--- src/rtl/eag_pkg.sv ---
package eag_pkg;

  // Addressing modes, one-hot
  typedef enum logic [10:0] {
    MODE_ACCUM     = 11'h001,
    MODE_IMMED     = 11'h002,
    MODE_ABS       = 11'h004,
    MODE_ZPAGE     = 11'h008,
    MODE_ZPAGE_IDX = 11'h010,
    MODE_ABS_IDX   = 11'h020,
    MODE_IMPLIED   = 11'h040,
    MODE_RELATIVE  = 11'h080,
    MODE_IND_X     = 11'h100,
    MODE_IND_Y     = 11'h200,
    MODE_ABS_IND   = 11'h400
  } addr_mode_e;

  // Sequencer states, one-hot
  typedef enum logic [3:0] {
    ST_IDLE = 4'h1,
    ST_PTR_LO = 4'h2,
    ST_PTR_HI = 4'h4,
    ST_DONE = 4'h8
  } seq_state_e;

  localparam logic [7:0] ZERO_PAGE_HI = 8'h00;
  localparam logic [15:0] ADDR_RESET = 16'h0000;
  localparam logic [7:0] BYTE_RESET = 8'h00;
  localparam int SIGN_BIT = 7;

endpackage : eag_pkg

--- src/rtl/ea_adder.sv ---
`timescale 1ns/1ns
// Index/offset adder: 16-bit base plus 8-bit addend, optional sign
// extension, optional wrap within the base page.
module offset_adder (
  input wire logic [15:0] base,
  input wire logic [7:0] addend,
  input wire logic sign_extend,
  input wire logic page_wrap,
  output logic [15:0] sum
);

  wire logic [7:0] ext_hi;
  wire logic [15:0] full_sum;
  wire logic [7:0] low_sum;

  assign ext_hi = (sign_extend && addend[eag_pkg::SIGN_BIT]) ? 8'hff : 8'h00;
  assign full_sum = base + {ext_hi, addend};
  assign low_sum = base[7:0] + addend;
  assign sum = page_wrap ? {base[15:8], low_sum} : full_sum;

endmodule : offset_adder

--- src/rtl/effective_address_generator.sv ---
`timescale 1ns/1ns
module effective_address_generator (
  input wire logic clk,
  input wire logic reset,
  input wire logic start,
  input wire logic [10:0] mode,
  input wire logic index_sel_y,
  input wire logic [7:0] operand_lo,
  input wire logic [7:0] operand_hi,
  input wire logic [7:0] index_x,
  input wire logic [7:0] index_y,
  input wire logic [15:0] pc_next,
  input wire logic mem_ack,
  input wire logic [7:0] mem_rdata,
  output logic mem_req,
  output logic [15:0] mem_addr,
  output logic done,
  output logic [15:0] eff_addr,
  output logic addr_valid,
  output logic use_accum,
  output logic use_immediate,
  output logic [7:0] imm_data,
  output logic load_pc,
  output logic [2:0] operand_bytes
);

  eag_pkg::seq_state_e state;
  eag_pkg::seq_state_e next_state;
  eag_pkg::addr_mode_e cur_mode;
  logic [7:0] cur_lo;
  logic [7:0] cur_hi;
  logic [7:0] cur_x;
  logic [7:0] cur_y;
  logic [15:0] cur_pc;
  logic cur_sel_y;
  logic [7:0] ptr_lo_data;

  wire logic is_indirect;
  wire logic [7:0] index_val;
  wire logic [15:0] abs_base;
  wire logic [15:0] zp_base;
  wire logic [15:0] idx_sum;
  wire logic [15:0] rel_sum;
  wire logic [15:0] indx_ptr;
  wire logic [15:0] ptr_first;
  wire logic [15:0] ptr_second;
  wire logic [15:0] indy_sum;
  wire logic [15:0] direct_addr;
  wire logic [15:0] indirect_addr;
  wire logic [2:0] bytes_for_mode;

  function automatic logic [2:0] mode_bytes(input logic [10:0] m);
    logic [2:0] n;
    n = 3'h2;
    if (m == eag_pkg::MODE_ACCUM || m == eag_pkg::MODE_IMPLIED) begin
      n = 3'h1;
    end else if (m == eag_pkg::MODE_ABS || m == eag_pkg::MODE_ABS_IDX ||
                 m == eag_pkg::MODE_ABS_IND) begin
      n = 3'h3;
    end
    return n;
  endfunction : mode_bytes

  assign is_indirect = (cur_mode == eag_pkg::MODE_IND_X) ||
                       (cur_mode == eag_pkg::MODE_IND_Y) ||
                       (cur_mode == eag_pkg::MODE_ABS_IND);
  assign index_val = cur_sel_y ? cur_y : cur_x;
  assign abs_base = {cur_hi, cur_lo};
  assign zp_base = {eag_pkg::ZERO_PAGE_HI, cur_lo};
  assign bytes_for_mode = mode_bytes(mode);

  // Indexed forms: zero page wraps, absolute carries
  offset_adder u_idx (
    .base(cur_mode == eag_pkg::MODE_ZPAGE_IDX ? zp_base : abs_base),
    .addend(index_val),
    .sign_extend(1'b0),
    .page_wrap(cur_mode == eag_pkg::MODE_ZPAGE_IDX),
    .sum(idx_sum)
  );

  offset_adder u_rel (
    .base(cur_pc),
    .addend(cur_lo),
    .sign_extend(1'b1),
    .page_wrap(1'b0),
    .sum(rel_sum)
  );

  offset_adder u_indx (
    .base(zp_base),
    .addend(cur_x),
    .sign_extend(1'b0),
    .page_wrap(1'b1),
    .sum(indx_ptr)
  );

  // Pointer location for the first pointer byte
  assign ptr_first = (cur_mode == eag_pkg::MODE_IND_X) ? indx_ptr :
                     (cur_mode == eag_pkg::MODE_IND_Y) ? zp_base :
                     abs_base;

  // Second pointer byte: page-zero pointers wrap, absolute carries
  offset_adder u_ptr2 (
    .base(ptr_first),
    .addend(8'h01),
    .sign_extend(1'b0),
    .page_wrap(cur_mode != eag_pkg::MODE_ABS_IND),
    .sum(ptr_second)
  );

  // Pointer low plus Y, carry into the high pointer byte
  offset_adder u_indy (
    .base({mem_rdata, ptr_lo_data}),
    .addend(cur_y),
    .sign_extend(1'b0),
    .page_wrap(1'b0),
    .sum(indy_sum)
  );

  assign direct_addr =
    (cur_mode == eag_pkg::MODE_ABS) ? abs_base :
    (cur_mode == eag_pkg::MODE_ZPAGE) ? zp_base :
    (cur_mode == eag_pkg::MODE_RELATIVE) ? rel_sum :
    idx_sum;
  assign indirect_addr = (cur_mode == eag_pkg::MODE_IND_Y) ? indy_sum :
                         {mem_rdata, ptr_lo_data};

  always_comb begin
    next_state = state;
    case (state)
      eag_pkg::ST_IDLE: begin
        if (start) begin
          next_state = eag_pkg::ST_DONE;
        end
      end
      eag_pkg::ST_PTR_LO: begin
        if (mem_ack) begin
          next_state = eag_pkg::ST_PTR_HI;
        end
      end
      eag_pkg::ST_PTR_HI: begin
        if (mem_ack) begin
          next_state = eag_pkg::ST_IDLE;
        end
      end
      eag_pkg::ST_DONE: begin
        next_state = is_indirect ? eag_pkg::ST_PTR_LO : eag_pkg::ST_IDLE;
      end
      default: begin
        next_state = eag_pkg::ST_IDLE;
      end
    endcase
  end

  always_ff @(posedge clk) begin
    if (reset) begin
      state <= eag_pkg::ST_IDLE;
    end else begin
      state <= next_state;
    end
  end

  // Capture request fields so a changing sequencer does not disturb us
  always_ff @(posedge clk) begin
    if (reset) begin
      cur_mode <= eag_pkg::MODE_IMPLIED;
      cur_lo <= eag_pkg::BYTE_RESET;
      cur_hi <= eag_pkg::BYTE_RESET;
      cur_x <= eag_pkg::BYTE_RESET;
      cur_y <= eag_pkg::BYTE_RESET;
      cur_pc <= eag_pkg::ADDR_RESET;
      cur_sel_y <= 1'b0;
    end else if (state == eag_pkg::ST_IDLE && start) begin
      cur_mode <= eag_pkg::addr_mode_e'(mode);
      cur_lo <= operand_lo;
      cur_hi <= operand_hi;
      cur_x <= index_x;
      cur_y <= index_y;
      cur_pc <= pc_next;
      cur_sel_y <= index_sel_y;
    end
  end

  always_ff @(posedge clk) begin
    if (reset) begin
      ptr_lo_data <= eag_pkg::BYTE_RESET;
    end else if (state == eag_pkg::ST_PTR_LO && mem_ack) begin
      ptr_lo_data <= mem_rdata;
    end
  end

  always_ff @(posedge clk) begin
    if (reset) begin
      operand_bytes <= 3'h0;
    end else if (state == eag_pkg::ST_IDLE && start) begin
      operand_bytes <= bytes_for_mode;
    end
  end

  always_ff @(posedge clk) begin
    if (reset) begin
      mem_req <= 1'b0;
      mem_addr <= eag_pkg::ADDR_RESET;
    end else if (state == eag_pkg::ST_DONE && is_indirect) begin
      mem_req <= 1'b1;
      mem_addr <= ptr_first;
    end else if (state == eag_pkg::ST_PTR_LO && mem_ack) begin
      mem_req <= 1'b1;
      mem_addr <= ptr_second;
    end else if (state == eag_pkg::ST_PTR_HI && mem_ack) begin
      mem_req <= 1'b0;
    end
  end

  // Result outputs: one-cycle done pulse, result held until next start
  always_ff @(posedge clk) begin
    if (reset) begin
      done <= 1'b0;
      eff_addr <= eag_pkg::ADDR_RESET;
      addr_valid <= 1'b0;
      use_accum <= 1'b0;
      use_immediate <= 1'b0;
      imm_data <= eag_pkg::BYTE_RESET;
      load_pc <= 1'b0;
    end else begin
      done <= 1'b0;
      if (state == eag_pkg::ST_DONE && !is_indirect) begin
        done <= 1'b1;
        use_accum <= (cur_mode == eag_pkg::MODE_ACCUM);
        use_immediate <= (cur_mode == eag_pkg::MODE_IMMED);
        imm_data <= cur_lo;
        addr_valid <= (cur_mode != eag_pkg::MODE_ACCUM) &&
                      (cur_mode != eag_pkg::MODE_IMMED) &&
                      (cur_mode != eag_pkg::MODE_IMPLIED);
        eff_addr <= direct_addr;
        load_pc <= (cur_mode == eag_pkg::MODE_RELATIVE);
      end else if (state == eag_pkg::ST_PTR_HI && mem_ack) begin
        done <= 1'b1;
        use_accum <= 1'b0;
        use_immediate <= 1'b0;
        addr_valid <= 1'b1;
        eff_addr <= indirect_addr;
        load_pc <= (cur_mode == eag_pkg::MODE_ABS_IND);
      end else if (state == eag_pkg::ST_IDLE && start) begin
        addr_valid <= 1'b0;
        load_pc <= 1'b0;
      end
    end
  end
endmodule : effective_address_generator

--- config.mk ---
export PLATFORM = sky130hd
export DESIGN_NAME = effective_address_generator
export DESIGN_NICKNAME = d
export VERILOG_FILES = /design/src/rtl/eag_pkg.sv /design/src/rtl/ea_adder.sv /design/src/rtl/effective_address_generator.sv
export SDC_FILE = /design/constraint.sdc
export NUM_CORES = 1
export LEC_CHECK = 0
export BUFFER_PORTS_ARGS = -buffer_cell sky130_fd_sc_hd__buf_2
export CAP_MARGIN = 25
export CORE_MARGIN = 8
export CORE_UTILIZATION = 65
export DETAILED_ROUTE_END_ITERATION = 10
export GPL_TIMING_DRIVEN = 0
export HOLD_SLACK_MARGIN = 0.03
export PLACE_DENSITY_LB_ADDON = 0.25
export SLEW_MARGIN = 40
export SYNTH_ARGS = -nofsm -noshare
export SYNTH_HDL_FRONTEND = slang
export SYNTH_HIERARCHICAL = 1
export SYNTH_SLANG_ARGS = --single-unit
--- constraint.sdc ---
create_clock -name clk -period 8.9 [get_ports clk]
set_input_delay 1.335 -clock clk [delete_from_list [all_inputs] [get_ports clk]]
set_output_delay 1.335 -clock clk [all_outputs]
set_load 0.01 [all_outputs]
==> impl_results.md, run 1 <==
* Status: finished clean
* Fin. Hold Viols at 0
* Boundary Pins at around 120
* Top-count cell post-synth: nand2_1
* Postcts setup bufs at 0
* Sequential share of the synthesized area at 0.2391
* Max-cap viol count at 0
* DRT Wirelength at about 31 mm
* Synth-to-layout area growth at 18.01%
* CP arrival at 4.65 ns
* Initial Utilization at 0.6634
* Core area at ~15000 um^2
* Antenna viol nets, final at 0
* Ranking of synthesized cells by area: dfxtp_1, nand2_1, mux2i_1
* RSZ-0062 raised after global routing: no
* Share of cells above drive strength 1 at 0.1689
* CP Data Required Time at just over 9 ns
* Reg clk slew, reported paths at about 0.060 ns
* Worst path max stage delay at roughly 0.64 ns
* Highest-delay cell along the critical path: dfxtp_1
* Buffers on Ports at 118
* Sink Count at 120
* Die area at a little under 20000 um^2
* Grt ovf at 0
* Slew HR at 0.4245
* Synth cell count leaders: nand2_1, dfxtp_1, a21oi_1, nor2_1, mux2i_1
* Tmin final at 4.339 ns
* Hpwl dp at approximately 24 mm
* Syn. warnings at 6
* Most common flop cell mapped by yosys: dfxtp_1
* Worst clock skew at roughly 0.0093 ns
* Vias in the first global route at about 9700
* Post-synth top area share at 0.2391
* CTS resizes at 0
* CTS max path bufs at 2
* FFs w/ async S/R, synth at 0
* Initial DRC Count at ~820
* Leak at between 0.005 and 0.006 uW
* Crit start category: flop
* Number of antenna violations at the first check in global routing at 0
* Flops & latches, synth at 120
* First-pass GRT wire length at ~50 mm
* CP Capture Type: flop
* Number of synthesized flops with an enable pin at 0
* CTS buffer count at 17
* DRC at 0
* CTS tree: built
* GRT Util Overall at 0.3138
* Cells after synthesis at ~1300
* Top cell type by total area after synthesis: dfxtp_1
* Row count at 45
* Critical Path, Cell by Cell: inv_1 -> fa_1 -> nand2b_1 -> a21oi_1 -> a21o_1 -> a21oi_1 -> xnor2_1 -> mux2_4 -> ha_1 -> nand3_1 -> a2111oi_0 -> and3b_1 -> clkbuf_1 -> mux2_1 -> xor2_1 -> nand2_1 -> nand3_1 -> o211a_1
* H-tree depth at 4
* CTS root buffer: clkbuf_16
* Class of the worst hold path: reg -> reg
* # fillers at around 1200
* Die Span X at 140.3 um
* PwrDens at between 100 and 150 nW/um^2
* Setup Viol. Count Final at 0
* Avg Inst Size Synth at 8.026 um^2
* ANT cells at 0
* Total negative slack at 0 ns
* Largest net degree at the start of global routing at 17
* CP top delay family: adder cells
* Peak VDD IR at 141.1 uV
* Slew @ Worst Pin at around 0.86 ns
* Gp weighted congestion at ~0.96
* Slew Limit Fails at 0
* Nets at between 1500 and 2000
* Tcrit/Tclk final at 0.4876
* CP Class: reg -> reg
* Buf+Inv Stages, Crit Path at 2
* Vert. Die Dim at roughly 140 um
* Max frequency at around 230 MHz
* Total power at between 1500 and 2000 uW
* Vias at between 10000 and 15000
* Wire per inst at 18.65 um
* Synth unique cells at 78
* Via-to-Cell Ratio at 6.082
* Post-cts hold buffer count at 0
* Max FO, Critical Path at 10
* Clock latency at the later pin of the worst-skew pair at around 0.42 ns
* First-pass DRT Iterations at 5
* Post-Syn Area at between 10000 and 15000 um^2
## power by group
group	leakage, uW	internal [uW]	switching [uW]	total [uW]
Sequential	0.000976	558	32.8	591
Combinational	0.00393	133	196	329
Clock	0.000305	455	280	735
Total	0.00521	1150	509	1650
## cells by family after synthesis
family,synth area share
AND/OR/NAND/NOR,0.2756
AO/OA/AOI/OAI,0.2163
flip-flops,0.2391
buffers and inverters,0.05279
multiplexers,0.09999
XOR/XNOR,0.05578
adder cells (fa/ha/maj),0.05977
other,0.0007474
## per-layer routing
layer,global-route usage,share of wire
met1,0.3853,0.41
met3,0.07577,0.097
met5,0,0
met4,0.1320,0.034
met2,0.5151,0.46
## through the flow
| stage | cell area, um^2 | std cells | util | hold WS [ns] | setup WS [ns] |
|---|---|---|---|---|---|
| final | 11860 | 1686 | 0.7829 | 0.4608 | 4.561 |
| after CTS | 11860 | 1686 | 0.7829 | 0.4572 | 4.614 |
| after global placement | 11230 | 1654 | 0.7418 | 0.4437 | 4.738 |
| after global routing | 11860 | 1686 | 0.7829 | 0.4854 | 4.256 |
| after detailed placement | 11230 | 1654 | 0.7418 | 0.4478 | 4.644 |
| after floorplan | 10410 | 1348 | - | 0.4406 | 5.165 |
## state kept, by name, indices dropped and copies added (netlist names)
| signal | cells |
|---|---|
| use_accum | 1 |
| addr_valid | 1 |
| ptr_lo_data | 8 |
| use_immediate | 1 |
| done | 1 |
| cur_mode | 11 |
| cur_x | 8 |
| load_pc | 1 |
| cur_sel_y | 1 |
| state | 4 |
| mem_addr | 16 |
| cur_y | 8 |
| cur_lo | 8 |
| cur_pc | 16 |
| eff_addr | 16 |
| cur_hi | 8 |
| operand_bytes | 2 |
| mem_req | 1 |
| imm_data | 8 |
## worst paths after layout
check / start / to / slack [ns] / depth (start not counted)
max: cur_lo[1] / mem_addr[8] / 4.56 / 18
min: imm_data[2] / imm_data[2] / 0.46 / 2
max reg2reg: cur_lo[1] / mem_addr[8] / 4.56 / 18
min reg2reg: imm_data[2] / imm_data[2] / 0.46 / 2
## worst min-delay path: cells and delay by family, from the launching register on
family / cells / cell delay, ns
and+or+nand+nor: 1 / 0.05
AOI/OAI and AO/OA: 1 / 0.05
DFF: 1 / 0.31
## layout by cell type, fill, tap and decap left out, types with 7 or more instances in the layout
cell type  count
o21ai_0       17
dfxtp_1      120
nand2_1      217
buf_6          9
mux2i_1       58
a31oi_1       10
nor4_1        23
a21o_1        10
nor3_1        28
nor3b_1        7
ha_1          40
o211ai_1      10
or4_1         12
or3_1         10
nand4_1       16
a22o_1         8
conb_1        98
clkbuf_1      45
xor2_1        18
nand2b_1      10
nor2_1        86
a211oi_1      18
a22oi_1        9
inv_1         42
o211a_1        8
buf_2        127
mux2_2        30
xnor2_1       46
and2_1        19
nand3_1       43
a21oi_1      105
clkbuf_16     17
o221ai_1      13
## cell type report
type / count / area [um^2] / area share
clock buffers: 18 / 439.2 / 0.03704
flip-flops and latches: 120 / 2402 / 0.2026
well taps: 188 / 235.2 / 0.01984
plain buffers: 68 / 372.9 / 0.03144
inverters: 42 / 157.7 / 0.01330
multi-input cells: 1118 / 7476 / 0.6305
repair buffers: 118 / 590.6 / 0.04980
clock inverters: 14 / 183.9 / 0.01551
No activity file was read; power rests on OpenSTA's default activity.
==> inputs of run 2 (changes only) <==
CORE_UTILIZATION = 60   (was 65)
clock period = 4.3 ns   (was 8.9 ns; I/O delays follow)
==> run 2 against run 1 <==
Effect of this change: sequential share of layout area is 0.055 points higher; flip-flop and latch count stayed put; critical path depth did not move; hold slack worse by 0.0053 ns; routed wire length shrank 0.13%; sequential power increased by 110%; design area is 0.17% lower; register-to-register slack got worse by 4.3 ns; clock skew rose by 0.00056 ns; critical path type unchanged; largest power group unchanged.
==> impl_results.md, run 2 (synthesis results as in run 1) <==
* Status: finished clean (unchanged)
* Class of the worst hold path: in -> reg (was reg -> reg)
* Post-route cell area at 11840 um^2 (was 11860 um^2)
* Largest net degree at the start of global routing at 17 (unchanged)
* Total negative slack at 0 ns (unchanged)
* Initial Utilization at 0.6103 (was 0.6634)
* # fillers at 1371 (was 1150)
* Setup Viol. Count Final at 0 (unchanged)
* Vert. Die Dim at 145.4 um (was 140.3 um)
* First-pass DRT Iterations at 5 (unchanged)
* Hold EP: cur_lo[0] (was imm_data[2])
* GRT Util Overall at 0.2872 (was 0.3138)
* CTS buffer count at 17 (unchanged)
* R2r worst-path depth at 18 (unchanged)
* Reg clk slew, reported paths at 0.06 ns (about the same)
* Hold_sp: operand_lo[0] (was imm_data[2])
* DRT Wirelength at 31.41 mm (was 31.45 mm)
* CTS max path bufs at 2 (unchanged)
* Boundary Pins at 121 (unchanged)
* Leak at 0.005174 uW (was 0.005208 uW)
* Initial DRC Count at 740 (was 815)
* Slew Limit Fails at 0 (unchanged)
* Dpl cell area at 11280 um^2 (was 11230 um^2)
* Worst clock skew at 0.009865 ns (was 0.009307 ns)
* RSZ-0062 raised after global routing: no (unchanged)
* Via-to-Cell Ratio at 5.981 (was 6.082)
* CTS root buffer: clkbuf_16 (unchanged)
* Most common cell after layout, fill and taps aside: nand2_1 (unchanged)
* Core area at 16470 um^2 (was 15150 um^2)
* Die Span X at 145.4 um (was 140.3 um)
* Tmin final at 4.073 ns (was 4.339 ns)
* Nets at 1601 (was 1602)
* Gp weighted congestion at 0.9429 (was 0.9597)
* Fin. Hold Viols at 0 (unchanged)
* Critical Path, Cell by Cell: ha_1 -> inv_1 -> fa_1 -> nand2b_1 -> a21oi_1 -> a21o_1 -> a21oi_1 -> xnor2_1 -> mux2_4 -> ha_1 -> nand3_1 -> a2111oi_0 -> and3b_1 -> mux2_1 -> xor2_1 -> nand2_1 -> nand3_1 -> o211a_1 (was inv_1 -> fa_1 -> nand2b_1 -> a21oi_1 -> a21o_1 -> a21oi_1 -> xnor2_1 -> mux2_4 -> ha_1 -> nand3_1 -> a2111oi_0 -> and3b_1 -> clkbuf_1 -> mux2_1 -> xor2_1 -> nand2_1 -> nand3_1 -> o211a_1)
* RR Endpoint: mem_addr[8] (unchanged)
* Max frequency at 245.5 MHz (was 230.5 MHz)
* Max FO, Critical Path at 7 (was 10)
* Wire per inst at 18.29 um (was 18.65 um)
* Tcrit/Tclk final at 0.9473 (was 0.4876)
* CTS tree: built (unchanged)
* CP arrival at 4.39 ns (was 4.65 ns)
* Slew HR at 0.4782 (was 0.4245)
* Vias in the first global route at 9787 (was 9675)
* Highest-delay cell along the critical path: dfxtp_2 (was dfxtp_1)
* PwrDens at 274.2 nW/um^2 (was 139.5 nW/um^2)
* Max-cap viol count at 0 (unchanged)
* Worst path max stage delay at 0.45 ns (was 0.64 ns)
* First-pass GRT wire length at 49.89 mm (was 49.83 mm)
* CP Data Required Time at 4.62 ns (was 9.22 ns)
* ANT cells at 0 (unchanged)
* Buffers on Ports at 118 (unchanged)
* R2R Setup Slk at 0.23 ns (was 4.56 ns)
* H-tree depth at 4 (unchanged)
* Clock latency at the later pin of the worst-skew pair at 0.43 ns (was 0.42 ns)
* Reg-to-reg startpoint: cur_lo[0] (was cur_lo[1])
* CP Class: reg -> reg (unchanged)
* CP Capture Type: flop (unchanged)
* Commonest cells after routing, fill and taps aside: nand2_1, buf_2, dfxtp_1 (unchanged)
* Sink Count at 120 (unchanged)
* Antenna viol nets, final at 0 (unchanged)
* Number of antenna violations at the first check in global routing at 0 (unchanged)
* Die area at 21140 um^2 (was 19690 um^2)
* Crit start category: flop (unchanged)
* Grt ovf at 0 (unchanged)
* Reg area at 2405 um^2 (was 2402 um^2)
* Vias at 10270 (was 10254)
* DRC at 0 (unchanged)
* Peak VDD IR at 304.8 uV (was 141.1 uV)
* Row count at 47 (was 45)
* Synth-to-layout area growth at 17.81% (was 18.01%)
* Hold path cells at 3 (was 2)
* Area used by multi-input combinational logic at 7495 um^2 (was 7476 um^2)
* Top Registers: cur_pc (16), eff_addr (16), mem_addr (16) (unchanged)
* Slew @ Worst Pin at 0.7827 ns (was 0.8561 ns)
* Share of cells above drive strength 1 at 0.1710 (was 0.1689)
* Hpwl dp at 24.25 mm (was 24.14 mm)
[run 2: final cells by class]
cell class / count / area share
plain buffers: 67 / 0.03118
clock buffers: 18 / 0.03625
clock inverters: 14 / 0.009830
inverters: 42 / 0.01332
multi-input cells: 1118 / 0.6331
flip-flops and latches: 120 / 0.2032
well taps: 220 / 0.02325
repair buffers: 118 / 0.04989
[run 2: routing by layer]
metal  wire length, um  track usage
met1             13230       0.3653
met2             14350       0.4633
met3              2639      0.05348
met4              1187       0.1333
met5                 0            0
[run 2: metrics by stage]
| stage | total power (uW) | hold slack (ns) | instances | setup WS (ns) | utilization |
|---|---|---|---|---|---|
| after floorplan | 1704 | 0.4406 | 1348 | 0.5651 | - |
| after global placement | 1880 | 0.4433 | 1686 | 0.09426 | 0.6847 |
| after detailed placement | 1895 | 0.4492 | 1686 | 0.06604 | 0.6853 |
| after CTS | 3221 | 0.4423 | 1718 | 0.03408 | 0.7184 |
| after global routing | 3374 | 0.4498 | 1717 | 0.05200 | 0.7189 |
| final | 3246 | 0.4555 | 1717 | 0.2265 | 0.7189 |
[run 2: critical path: cells and delay by family, from the launching register on]
kind	cells	cell delay, ns
multiplexers	2	0.66
AND/OR/NAND/NOR	5	0.85
buffers and inverters	1	0.06
flip-flops	1	0.45
AO/OA/AOI/OAI	5	0.66
adder cells (fa/ha/maj)	3	1.00
XOR/XNOR	2	0.29
[run 2: report_power, final]
group,internal (uW),switching [uW]
registers,1150,65.3
logic,275,410
clock network,751,590
[run 2: what timing repair did]
item,in CTS,in global routing
hold buffers,0,0
setup endpoints to repair,0,6
buffers inserted,0,0
gates resized for setup,0,4
[run 2: worst max-delay path by stage]
stage                          from  depth (start not counted)  slack [ns]           end
after floorplan           cur_lo[0]                         19        0.57   mem_addr[8]
after global routing      cur_lo[0]                         18        0.05   mem_addr[8]
after detailed placement  cur_lo[0]                         18        0.07  mem_addr[11]
after CTS                 cur_lo[0]                         18        0.03  mem_addr[11]
final                     cur_lo[0]                         18        0.23   mem_addr[8]
after global placement    cur_lo[0]                         18        0.09  mem_addr[11]
==> inputs of run 3 (changes only) <==
CELL_PAD_IN_SITES_DETAIL_PLACEMENT = 0   (was default)
CELL_PAD_IN_SITES_GLOBAL_PLACEMENT = 2   (was default)
CORE_UTILIZATION = 35   (was 60)
==> run 3 against run 2 <==
Effect of this change: hold slack improved by 0.0010 ns; via count fell by 4.0%; sequential power about the same; largest cell class unchanged; power up 5.5%; global-route usage decreased by 8.3 points; final cell count is 9.6% higher; register-to-register slack better by 0.07 ns; die area is 63% higher; first-iteration DRC count fell by 10%; clock power up 13%; clock skew rose by 0.0047 ns; flip-flop and latch count stayed put.
==> impl_results.md, run 3 (synthesis results as in run 1) <==
* Status: finished clean (unchanged)
* Worst clock skew at 0.01460 ns (was 0.009865 ns)
* Share of cells above drive strength 1 at 0.1723 (was 0.1710)
* Hold_ws at 0.4565 ns (was 0.4555 ns)
* Setup Viol. Count Final at 0 (unchanged)
* GRT Util Overall at 0.2044 (was 0.2872)
* CP arrival at 4.32 ns (was 4.39 ns)
* Most common cell after layout, fill and taps aside: nand2_1 (unchanged)
* Total power at 3423 uW (was 3246 uW)
* Reg-to-reg startpoint: cur_lo[0] (unchanged)
* # fillers at 3048 (was 1371)
* Slew Limit Fails at 0 (unchanged)
* Hold path cells at 2 (was 3)
* Clock latency at the later pin of the worst-skew pair at 0.42 ns (was 0.43 ns)
* CTS tree: built (unchanged)
* Max frequency at 249.9 MHz (was 245.5 MHz)
* Hpwl dp at 27.86 mm (was 24.25 mm)
* ANT cells at 0 (unchanged)
* Vias in the first global route at 9340 (was 9787)
* Vias at 9860 (was 10270)
* CTS root buffer: clkbuf_16 (unchanged)
* Gp weighted congestion at 0.8951 (was 0.9429)
* Sink Count at 120 (unchanged)
* Commonest cells after routing, fill and taps aside: nand2_1, buf_2, dfxtp_1 (unchanged)
* RSZ-0062 raised after global routing: no (unchanged)
* RR Endpoint: mem_addr[8] (unchanged)
* Top Layer Used: met4 (unchanged)
* Max-cap viol count at 0 (unchanged)
* R2r worst-path depth at 18 (unchanged)
* Antenna viol nets, final at 0 (unchanged)
* R2R Setup Slk at 0.30 ns (was 0.23 ns)
* Hold_sp: imm_data[2] (was operand_lo[0])
* Top Registers: cur_pc (16), eff_addr (16), mem_addr (16) (unchanged)
* Met2 WL at 15.88 mm (was 14.35 mm)
* CP Data Required Time at 4.62 ns (about the same)
* Hold EP: imm_data[2] (was cur_lo[0])
* DRC at 0 (unchanged)
* PwrDens at 282.7 nW/um^2 (was 274.2 nW/um^2)
* Via-to-Cell Ratio at 5.242 (was 5.981)
* Wire per inst at 18.74 um (was 18.29 um)
* Postcts setup bufs at 0 (unchanged)
* CTS buffer count at 17 (unchanged)
* Tcrit/Tclk final at 0.9307 (was 0.9473)
* Slew HR at 0.4269 (was 0.4782)
* Row count at 62 (was 47)
* WL met3 at 1.901 mm (was 2.639 mm)
* Core area at 28470 um^2 (was 16470 um^2)
* Class of the worst hold path: reg -> reg (was in -> reg)
* Reg clk slew, reported paths at 0.07 ns (was 0.06 ns)
* First-pass DRT Iterations at 5 (unchanged)
* Initial Utilization at 0.3529 (was 0.6103)
* Peak VDD IR at 159.0 uV (was 304.8 uV)
* Total negative slack at 0 ns (unchanged)
* CP Capture Type: flop (unchanged)
* Grt ovf at 0 (unchanged)
* Nets at 1601 (unchanged)
* Tmin final at 4.002 ns (was 4.073 ns)
* Fin. Hold Viols at 0 (unchanged)
* Die Span X at 185.4 um (was 145.4 um)
* Die area at 34390 um^2 (was 21140 um^2)
* Boundary Pins at 121 (unchanged)
* CP Class: reg -> reg (unchanged)
* Max FO, Critical Path at 7 (unchanged)
* First-pass GRT wire length at 54.19 mm (was 49.89 mm)
* Crit start category: flop (unchanged)
* CTS max path bufs at 2 (unchanged)
* Synth-to-layout area growth at 20.51% (was 17.81%)
* Buffers on Ports at 118 (unchanged)
* DRT met1 WL at 16.58 mm (was 13.23 mm)
* Vert. Die Dim at 185.4 um (was 145.4 um)
* Slew @ Worst Pin at 0.8597 ns (was 0.7827 ns)
* Initial DRC Count at 664 (was 740)
* Largest net degree at the start of global routing at 17 (unchanged)
* H-tree depth at 4 (unchanged)
* Number of antenna violations at the first check in global routing at 2 (was 0)
* Leak at 0.005204 uW (was 0.005174 uW)
* DRT Wirelength at 35.25 mm (was 31.41 mm)
-- run 3: repair_timing --
item,in CTS,in global routing
gates cloned,0,0
setup endpoints to repair,1,5
hold buffers,0,0
gates resized for setup,1,5
pin swaps,0,0
-- run 3: worst max-delay path, stage by stage, from the launching register on --
cell       delay, ns
dfxtp_2         0.44
ha_1            0.21
inv_1           0.06
fa_1            0.39
nand2b_1        0.19
a21oi_1         0.21
a21o_1          0.15
a21oi_1         0.07
xnor2_1         0.13
mux2_4          0.30
ha_1            0.37
nand3_1         0.16
a2111oi_0       0.10
and3b_2         0.34
mux2_1          0.35
xor2_1          0.14
nand2_1         0.08
nand3_1         0.07
o211a_1         0.13
-- run 3: how the worst max path moves through the flow --
stage	from	end	slack, ns	cells after the start
2_1_floorplan	cur_lo[0]	mem_addr[8]	0.57	19
3_3_place_gp	cur_lo[2]	mem_addr[8]	-0.05	16
3_5_place_dp	cur_lo[0]	mem_addr[8]	0.01	19
4_1_cts	cur_lo[0]	mem_addr[8]	0.01	19
5_1_grt	cur_lo[0]	mem_addr[11]	0.03	18
6_report	cur_lo[0]	mem_addr[8]	0.30	18
-- run 3: power by group --
group          switching (uW)  internal [uW]  total (uW)
Combinational             417            275         692
Sequential               68.5           1150        1220
Clock                     620            888        1510
Total                    1110           2320        3420
-- run 3: layer usage --
metal | vias to the layer above | GRT usage
met5 | - | 0
met4 | 0 | 0.06626
met3 | 45 | 0.03060
met2 | 291 | 0.3298
met1 | 4595 | 0.2753
li1 | 4929 | -
-- run 3: per-stage QoR --
| step | area [um^2] | setup WS [ns] | cells | util |
|---|---|---|---|---|
| after detailed placement | 11490 | 0.01265 | 1850 | 0.4036 |
| after global placement | 11480 | -0.04871 | 1850 | 0.4032 |
| after CTS | 12100 | 0.01126 | 1882 | 0.4249 |
| after global routing | 12110 | 0.03487 | 1881 | 0.4253 |
| after floorplan | 10410 | 0.5651 | 1348 | - |
| final | 12110 | 0.2980 | 1881 | 0.4253 |
-- run 3: final cells by class --
cell class	count	area, um^2	area share
multi-input combinational	1118	7503	0.6197
sequential	120	2405	0.1986
timing repair buffer	118	590.6	0.04877
tap	384	480.5	0.03968
clock buffer	19	442.9	0.03658
buffer	67	370.4	0.03058
clock inverter	13	158.9	0.01312
inverter	42	157.7	0.01302
